`config.mk`:
```
export PLATFORM = sky130hd
export DESIGN_NAME = pas_top
export DESIGN_NICKNAME = d
export VERILOG_FILES = /design/src/pas_pkg.sv /design/src/pas_top.sv
export VERILOG_INCLUDE_DIRS = /design/src
export SDC_FILE = /design/constraint.sdc
export NUM_CORES = 1
export LEC_CHECK = 0
export ABC_AREA = 1
export BUFFER_PORTS_ARGS = -buffer_cell sky130_fd_sc_hd__buf_2
export CORE_MARGIN = 2
export CORE_UTILIZATION = 60
export CTS_BUF_LIST = sky130_fd_sc_hd__clkbuf_4
export CTS_CLUSTER_DIAMETER = 100
export DETAILED_ROUTE_END_ITERATION = 8
export PLACE_DENSITY = 0.89
export SETUP_SLACK_MARGIN = 0.5
export SYNTH_ARGS = -nofsm -noshare
export SYNTH_HDL_FRONTEND = slang
export SYNTH_SLANG_ARGS = --single-unit
```
`constraint.sdc`:
```
create_clock -name clock -period 122.4 [get_ports clock]
set_input_delay 18.36 -clock clock [delete_from_list [all_inputs] [get_ports clock]]
set_output_delay 18.36 -clock clock [all_outputs]
set_load 0.005 [all_outputs]
```
`src/pas_consts.svh`:
```
// Constants for the pipelined converter sample output block.
// Assumes a 25 MHz system clock; included by pas_pkg.sv and pas_top.sv.
`ifndef PAS_CONSTS_SVH
`define PAS_CONSTS_SVH

`define PAS_CLK_PERIOD_NS   40
`define PAS_RESULT_W        12
`define PAS_AIN_W           16
`define PAS_VREF_W          16
`define PAS_FIFO_DEPTH      8
`define PAS_FIFO_AW         3
`define PAS_LATENCY_EDGES   4'h3
`define PAS_SYNC_CYCLES     2
`define PAS_CONV_TIME_NS    150
`define PAS_CONV_CYCLES     (`PAS_CONV_TIME_NS / `PAS_CLK_PERIOD_NS)
`define PAS_UPDATE_CYCLES   ((`PAS_CONV_CYCLES > `PAS_SYNC_CYCLES + 1) ? \
                             (`PAS_CONV_CYCLES - `PAS_SYNC_CYCLES) : 1)
`define PAS_IDLE_TIME_NS    1000000
`define PAS_IDLE_CYCLES     (`PAS_IDLE_TIME_NS / `PAS_CLK_PERIOD_NS)
`define PAS_IDLE_W          20
`define PAS_VREF_HIGH       16'h4000
`define PAS_VREF_LOW        16'h2000
`define PAS_CODE_MAX        12'h7ff
`define PAS_CODE_MIN        12'h800
`define PAS_SCALE_SHIFT     12

`endif

```
`src/pas_pkg.sv`:
```
// Types for the pipelined converter sample output block.
// Assumes pas_consts.svh is on the include path.
`default_nettype none
`include "pas_consts.svh"

package pas_pkg;
  // Reference strap decode
  typedef enum logic [1:0] {
    PAS_REF_GROUND   = 2'h0,
    PAS_REF_TO_VREF  = 2'h1,
    PAS_REF_EXTERNAL = 2'h2,
    PAS_REF_SPARE    = 2'h3
  } pas_ref_mode_t;

  // Output update sequencer, one-hot
  typedef enum logic [1:0] {
    PAS_ST_IDLE = 2'b01,
    PAS_ST_WAIT = 2'b10
  } pas_state_t;
endpackage

`default_nettype wire

```
`src/pas_top.sv`:
```
// Digital side of a pipelined 12-bit sampling converter plus its result FIFO.
// Assumes conversion clock, straps and sampled analog words arrive from outside
// the system clock domain; all are passed through two flip-flops first.
`default_nettype none
`include "pas_consts.svh"

// Result buffer: flip-flop storage, valid/ready on both sides
module pas_fifo #(
  parameter int WIDTH = 13,
  parameter int DEPTH = `PAS_FIFO_DEPTH,
  parameter int AW    = `PAS_FIFO_AW
) (
  input  wire logic             clock,
  input  wire logic             reset_n,
  input  wire logic             in_valid,
  output logic                  in_ready,
  input  wire logic [WIDTH-1:0] in_data,
  output logic                  out_valid,
  input  wire logic             out_ready,
  output logic      [WIDTH-1:0] out_data,
  output logic      [AW:0]      level
);
  logic [WIDTH-1:0] mem_q [DEPTH];
  logic [AW-1:0]    wr_q;
  logic [AW-1:0]    rd_q;
  logic [AW:0]      count_q;
  logic             push;
  logic             pop;

  // Honest full and empty from the occupancy count
  assign in_ready  = (count_q != AW'(0) + (AW+1)'(DEPTH));
  assign out_valid = (count_q != '0);
  assign push      = in_valid && in_ready;
  assign pop       = out_valid && out_ready;
  assign out_data  = mem_q[rd_q];
  assign level     = count_q;

  // Storage write
  always_ff @(posedge clock) begin
    if (push) begin
      mem_q[wr_q] <= in_data;
    end
  end

  // Write pointer wraps naturally since depth is a power of two
  always_ff @(posedge clock or negedge reset_n) begin
    if (!reset_n) begin
      wr_q <= '0;
    end else if (push) begin
      wr_q <= wr_q + AW'(1);
    end
  end

  // Read pointer, same natural wrap
  always_ff @(posedge clock or negedge reset_n) begin
    if (!reset_n) begin
      rd_q <= '0;
    end else if (pop) begin
      rd_q <= rd_q + AW'(1);
    end
  end

  // Occupancy; a push and a pop in one cycle leave it unchanged
  always_ff @(posedge clock or negedge reset_n) begin
    if (!reset_n) begin
      count_q <= '0;
    end else begin
      count_q <= count_q + (AW+1)'(push) - (AW+1)'(pop);
    end
  end
endmodule

// Behaviour
// - a rising conversion clock edge starts a new conversion; clock is active high.
// - both analog inputs are captured at the same edge into the pipeline.
// - result updates ~150ns after second next start; latch on third edge.
// - a new sample is taken on every edge; one result per cycle.
// - result is a 12-bit two's complement word, MSB on bit 11.
// - out-of-range flag high exactly for full-scale positive or negative codes.
// - gain strap high gives unity gain, low gives double gain.
// - after 1ms without a clock edge an internal refresh timer runs.
// - reference strap picks 4.096V, 2.048V, or an external reference.
// - a started conversion always completes; later edges neither abort nor restart it.
// - only the rising clock edge times internal activity; duty cycle is free.
module pas_top #(
  parameter int IDLE_CYCLES = `PAS_IDLE_CYCLES
) (
  input  wire logic                          clock,
  input  wire logic                          reset_n,
  input  wire logic                          conv_clk,
  input  wire logic signed [`PAS_AIN_W-1:0]  ain_pos,
  input  wire logic signed [`PAS_AIN_W-1:0]  ain_neg,
  input  wire logic                          input_gain_stage,
  input  wire logic        [1:0]             ref_mode,
  input  wire logic        [`PAS_VREF_W-1:0] ext_ref,
  output logic             [`PAS_RESULT_W-1:0] result_bits,
  output logic                               out_of_range_flag,
  output logic                               refresh_tick,
  output logic                               sample_dropped
);
  localparam int RW = `PAS_RESULT_W;

  // Two-stage synchronisers; only stage two is read by logic
  logic                   clk_s1_q;
  logic                   clk_s2_q;
  logic                   clk_last_q;
  logic signed [`PAS_AIN_W-1:0] pos_s1_q;
  logic signed [`PAS_AIN_W-1:0] pos_s2_q;
  logic signed [`PAS_AIN_W-1:0] neg_s1_q;
  logic signed [`PAS_AIN_W-1:0] neg_s2_q;
  logic                   gain_s1_q;
  logic                   gain_s2_q;
  logic [1:0]             ref_s1_q;
  logic [1:0]             ref_s2_q;
  logic [`PAS_VREF_W-1:0] ext_s1_q;
  logic [`PAS_VREF_W-1:0] ext_s2_q;

  // Conversion clock pin and the previous stage-two value for edge detection
  always_ff @(posedge clock or negedge reset_n) begin
    if (!reset_n) begin
      clk_s1_q   <= 1'b0;
      clk_s2_q   <= 1'b0;
      clk_last_q <= 1'b0;
    end else begin
      clk_s1_q   <= conv_clk;
      clk_s2_q   <= clk_s1_q;
      clk_last_q <= clk_s2_q;
    end
  end

  // Analog words; same depth as the clock path so sample and edge line up
  always_ff @(posedge clock or negedge reset_n) begin
    if (!reset_n) begin
      pos_s1_q <= '0;
      pos_s2_q <= '0;
      neg_s1_q <= '0;
      neg_s2_q <= '0;
    end else begin
      pos_s1_q <= ain_pos;
      pos_s2_q <= pos_s1_q;
      neg_s1_q <= ain_neg;
      neg_s2_q <= neg_s1_q;
    end
  end

  // Straps and external reference; gain comes out of reset at unity
  always_ff @(posedge clock or negedge reset_n) begin
    if (!reset_n) begin
      gain_s1_q <= 1'b1;
      gain_s2_q <= 1'b1;
      ref_s1_q  <= 2'h0;
      ref_s2_q  <= 2'h0;
      ext_s1_q  <= '0;
      ext_s2_q  <= '0;
    end else begin
      gain_s1_q <= input_gain_stage;
      gain_s2_q <= gain_s1_q;
      ref_s1_q  <= ref_mode;
      ref_s2_q  <= ref_s1_q;
      ext_s1_q  <= ext_ref;
      ext_s2_q  <= ext_s1_q;
    end
  end

  // Falling edges are deliberately ignored, so duty cycle does not matter
  logic conv_start;
  assign conv_start = clk_s2_q && !clk_last_q;

  // Reference selection from the strap
  logic [`PAS_VREF_W-1:0] vref;
  always_comb begin
    case (pas_pkg::pas_ref_mode_t'(ref_s2_q))
      pas_pkg::PAS_REF_GROUND:  vref = `PAS_VREF_HIGH;
      pas_pkg::PAS_REF_TO_VREF: vref = `PAS_VREF_LOW;
      default:                  vref = ext_s2_q;
    endcase
  end

  // Quantise the differential sample; external reference of zero pins to full scale
  logic signed [`PAS_AIN_W:0] diff;
  logic signed [29:0]         scaled;
  logic signed [29:0]         quot;
  logic [RW-1:0]              code;
  always_comb begin
    diff   = 17'(pos_s2_q) - 17'(neg_s2_q);
    scaled = 30'(diff) <<< (`PAS_SCALE_SHIFT + (gain_s2_q ? 0 : 1));
    if (vref == '0) begin
      quot = scaled[29] ? -30'sd2048 : 30'sd2047;
    end else begin
      quot = scaled / $signed({14'h0, vref});
    end
    if (quot > 30'sd2047) begin
      code = `PAS_CODE_MAX;
    end else if (quot < -30'sd2048) begin
      code = `PAS_CODE_MIN;
    end else begin
      code = quot[RW-1:0];
    end
  end

  // Flag travels with its word through the pipeline buffer
  logic          ovr;
  logic          fifo_in_ready;
  logic          fifo_out_valid;
  logic          pop_now;
  logic [RW:0]   fifo_out_data;
  logic [3:0]    fifo_level;
  assign ovr = (code == `PAS_CODE_MAX) || (code == `PAS_CODE_MIN);

  // Every edge pushes a fresh sample; earlier ones stay queued ahead of it
  pas_fifo #(
    .WIDTH (RW + 1),
    .DEPTH (`PAS_FIFO_DEPTH),
    .AW    (`PAS_FIFO_AW)
  ) u_fifo (
    .clock     (clock),
    .reset_n   (reset_n),
    .in_valid  (conv_start),
    .in_ready  (fifo_in_ready),
    .in_data   ({ovr, code}),
    .out_valid (fifo_out_valid),
    .out_ready (pop_now),
    .out_data  (fifo_out_data),
    .level     (fifo_level)
  );

  // Full buffer cannot happen at legal rates; a refused sample is reported
  always_ff @(posedge clock or negedge reset_n) begin
    if (!reset_n) begin
      sample_dropped <= 1'b0;
    end else begin
      sample_dropped <= conv_start && !fifo_in_ready;
    end
  end

  // Update sequencer: a pending update is never restarted by a later edge
  pas_pkg::pas_state_t state_q;
  logic [3:0]          wait_q;
  logic                update_due;
  assign update_due = (state_q == pas_pkg::PAS_ST_WAIT) && (wait_q == 4'h1);
  assign pop_now    = update_due && fifo_out_valid && (fifo_level >= `PAS_LATENCY_EDGES);

  always_ff @(posedge clock or negedge reset_n) begin
    if (!reset_n) begin
      state_q <= pas_pkg::PAS_ST_IDLE;
      wait_q  <= 4'h0;
    end else begin
      case (state_q)
        pas_pkg::PAS_ST_IDLE: begin
          if (conv_start) begin
            state_q <= pas_pkg::PAS_ST_WAIT;
            wait_q  <= 4'(`PAS_UPDATE_CYCLES);
          end
        end
        pas_pkg::PAS_ST_WAIT: begin
          if (wait_q == 4'h1) begin
            state_q <= pas_pkg::PAS_ST_IDLE;
          end else begin
            wait_q <= wait_q - 4'h1;
          end
        end
        default: begin
          state_q <= pas_pkg::PAS_ST_IDLE;
        end
      endcase
    end
  end

  // Word and flag load in one register so both latch on the same edge
  always_ff @(posedge clock or negedge reset_n) begin
    if (!reset_n) begin
      result_bits       <= '0;
      out_of_range_flag <= 1'b0;
    end else if (pop_now) begin
      result_bits       <= fifo_out_data[RW-1:0];
      out_of_range_flag <= fifo_out_data[RW];
    end
  end

  // Idle watchdog: repeats a refresh pulse each period with no edge
  logic [`PAS_IDLE_W-1:0] idle_q;
  always_ff @(posedge clock or negedge reset_n) begin
    if (!reset_n) begin
      idle_q       <= '0;
      refresh_tick <= 1'b0;
    end else if (conv_start) begin
      idle_q       <= '0;
      refresh_tick <= 1'b0;
    end else if (idle_q == `PAS_IDLE_W'(IDLE_CYCLES - 1)) begin
      idle_q       <= '0;
      refresh_tick <= 1'b1;
    end else begin
      idle_q       <= idle_q + `PAS_IDLE_W'(1);
      refresh_tick <= 1'b0;
    end
  end
endmodule

`default_nettype wire

```
==> flow_metrics.py <==
metrics = {
    "clocking": {
        "cts-root-buf": "clkbuf_4",
        "post_cts_buffers": 0,
        "cts_buffer_depth": 3,
        "cts_sinks": 260,
        "cts.clk_slew.worst_paths_ns": 0.07,
        "cts_hold_buf": 0,
        "htree_levels": 3,
        "insertion_delay_ns": 0.84,
        "cts_resized": 0,
        "tritoncts": "yes",
        "cts_buffers": 67,
    },
    "detailed_routing": {
        "drt_iter0_drc": 3081,
        "wire_per_inst_um": 15.5,
        "drc_errors": 0,
        "via_count": 35200,
        "met2_length_um": 41700,
        "antenna_left": 0,
        "drt-met1-wl_um": 39700,
        "highest_layer": "met4",
        "vias_per_cell": 5.81,
        "drtPass1Iterations": 9,
        "wl_met3_um": 8540,
        "finalWirelength_um": 94000,
    },
    "grt": {
        "track_usage_pct": 31.5,
        "grt_start_max_net_pins": 82,
        "antenna_found_initial": 2,
        "grt_pass1_wl_um": 156000,
        "grt_pass1_vias": 32600,
        "grt_overflow": 0,
    },
    "synth": {
        "async_reset_ff_share_pct": 60.0,
        "synth_area_leaders": "nand2_1 (15%), ha_1 (14%), dfrtp_1 (11%)",
        "synth-main-ff-cell": "dfrtp_1",
        "syn_nets": 5610,
        "yosys_warnings": 0,
        "synthCells": 5175,
        "syn_area_per_cell_um2": 6.61,
        "yosysTopAreaCell": "nand2_1",
        "synth_cell_types": 71,
        "yosysTopAreaCellShare_pct": 14.5,
        "synth_edf_count": 104,
        "yosys_register_bits": 260,
        "yosysSeqAreaShare_pct": 20.5,
        "synth_area_um2": 34200,
    },
    "die": {
        "initial_utilization_pct": 60.7,
        "die_x_um": 243,
        "coreArea_um2": 56400,
        "dieArea_um2": 59000,
        "placementRows": 87,
        "pin_count": 69,
        "die_y_um": 243,
    },
    "sta": {
        "tns_ns": 0,
        "max-slew-margin-rel_pct": 30.8,
        "period_minus_slack_ns": 83.55,
        "tightest_slew_ns": 1.04,
        "finalCritPeriodShare_pct": 68.3,
        "holdWs_ns": 0.320,
        "slew_violations": 0,
        "report.final.hold_viol_count": 0,
        "grt_setup_unrepaired": "no",
        "clock_skew_ns": 0.0731,
        "max_freq_mhz": 12.0,
        "finalSetupViolations": 0,
    },
    "critical_path": {
        "ff2ff_setup_slack_ns": 38.85,
        "crit_fanout": 53,
        "cpPeakStageDelay_ns": 0.59,
        "cpMostUsedCell": "nand2_1",
        "startpoint_type": "register",
        "cp.arrival_ns": 84.00,
        "cp.required_ns": 122.85,
        "end_kind": "register",
        "worst_path_max_delay_cell": "nand2_1",
        "critPathBufInv": 82,
        "crit_family": "compound AO/OA/AOI/OAI gates",
        "path_class": "register to register",
    },
    "final_layout": {
        "area_growth_pct": 5.54,
        "fin_nets": 5676,
        "nFillCells": 5014,
        "drive_gt1_share_pct": 8.75,
    },
    "job": {
        "cap_violations": 0,
    },
    "outcome": {
        "outcome": "finished, final reports clean",
    },
    "hold_path": {
        "min_path_type": "register to register",
    },
    "placed_design": {
        "hpwl_um": 72100,
        "gp_congestion": 1.01,
        "port_buffers": 68,
    },
}
final timing paths:
path,start,endpoint,cells past startpoint
max reg2reg,pos_s2_q[0]$_DFF_PN0_,u_fifo.mem_q[6][4]$_DFFE_PP_,518
min in group asynchronous,reset_n,neg_s1_q[7]$_DFF_PN0_,1
min reg2reg,pos_s1_q[12]$_DFF_PN0_,pos_s2_q[12]$_DFF_PN0_,0
max in group asynchronous,reset_n,idle_q[0]$_DFF_PN0_,2
min,pos_s1_q[12]$_DFF_PN0_,pos_s2_q[12]$_DFF_PN0_,0
max,pos_s2_q[0]$_DFF_PN0_,u_fifo.mem_q[6][4]$_DFFE_PP_,518
through the flow:
stage	instance area (um2)	setup WS, ns	utilization, %	std cells
2_1_floorplan	34200	50.39	-	5175
3_3_place_gp	35200	44.28	62.4	5928
3_5_place_dp	35200	40.66	62.4	5928
4_1_cts	36100	40.38	64.0	6050
5_1_grt	36100	28.89	64.0	6052
6_report	36100	38.85	64.0	6053
cell usage after synthesis (26+ instances only):
cell type and number:
o21bai_1 31, nor4_1 26, ha_1 378, nand3_1 347, a21o_1 38, nand4_1 81, o21ai_1 26, xnor2_1 125
nand3_2 28, nor3_1 64, edfxtp_1 104, xor2_1 179, inv_1 636, a21oi_1 339, nor2_1 433, or2_2 50
clkbuf_1 48, dfrtp_1 153, nand2_1 1322, inv_2 34, nand2_2 57, o21ai_0 326
cell type report:
cell class | instances | area, um2 | area share (%)
Inverter | 682 | 2560 | 7.10
Sequential cell | 260 | 7030 | 19.5
Timing Repair Buffer | 101 | 594 | 1.65
Antenna cell | 3 | 7.51 | 0.0208
Tap cell | 756 | 946 | 2.62
Multi-Input combinational cell | 4129 | 24000 | 66.6
Clock inverter | 23 | 181 | 0.502
Clock buffer | 99 | 743 | 2.06
worst reg2reg max path: cells and delay by family, from the launching register on:
family | cells | cell delay [ns]
AOI/OAI and AO/OA | 167 | 32.03
xor gates and xnor gates | 2 | 0.52
adders and majority gates | 33 | 10.37
DFF | 1 | 0.32
buffers and inverters | 82 | 11.50
and+or+nand+nor | 234 | 28.48
flip-flops by register name, indices dropped and copies added (netlist names), 2 cells and up:
| register | cells |
|---|---|
| u_fifo.wr_q | 3 |
| wait_q | 4 |
| ext_s2_q | 16 |
| u_fifo.rd_q | 3 |
| pos_s2_q | 16 |
| neg_s1_q | 16 |
| u_fifo.mem_q | 104 |
| u_fifo.level | 4 |
| neg_s2_q | 16 |
| ref_s1_q | 2 |
| ext_s1_q | 16 |
| pos_s1_q | 16 |
| idle_q | 20 |
| result_bits | 12 |
| state_q | 2 |
| ref_s2_q | 2 |
layer usage:
metal,vias up,GRT usage [%]
met3,300,5.34
met2,1565,51.2
met5,-,0
met1,15900,41.1
met4,0,13.7
li1,17400,-
layout by cell type (no fill, tap or decap), types with 36 or more instances in the layout:
cell type | Yosys | layout
inv_2 | 34 | 36
nand2_2 | 57 | 58
buf_2 | 20 | 67
xor2_1 | 179 | 179
o21ai_0 | 326 | 326
a21oi_1 | 339 | 338
or2_2 | 50 | 50
dfrtp_1 | 153 | 153
nor3_1 | 64 | 64
inv_1 | 636 | 636
nand4_1 | 81 | 81
nand3_1 | 347 | 347
ha_1 | 378 | 378
xnor2_1 | 125 | 125
nand2_1 | 1322 | 1321
clkbuf_4 | 0 | 99
a21o_1 | 38 | 38
edfxtp_1 | 104 | 104
nor2_1 | 433 | 433
cells by family (layout without fill, tap and decap cells):
group | after synthesis | in the layout | share of synthesized area [%]
compound gates | 916 | 916 | 15.3
xor+xnor | 304 | 304 | 7.78
fa+ha+maj | 381 | 381 | 14.0
buf+inv | 786 | 905 | 9.20
flops | 260 | 260 | 20.5
mux | 16 | 16 | 0.468
other cells | 0 | 3 | 0
simple gates | 2512 | 2512 | 32.8
Power is not shown: default switching activity piles up to over one toggle a cycle in this logic, so the estimate is an artifact.
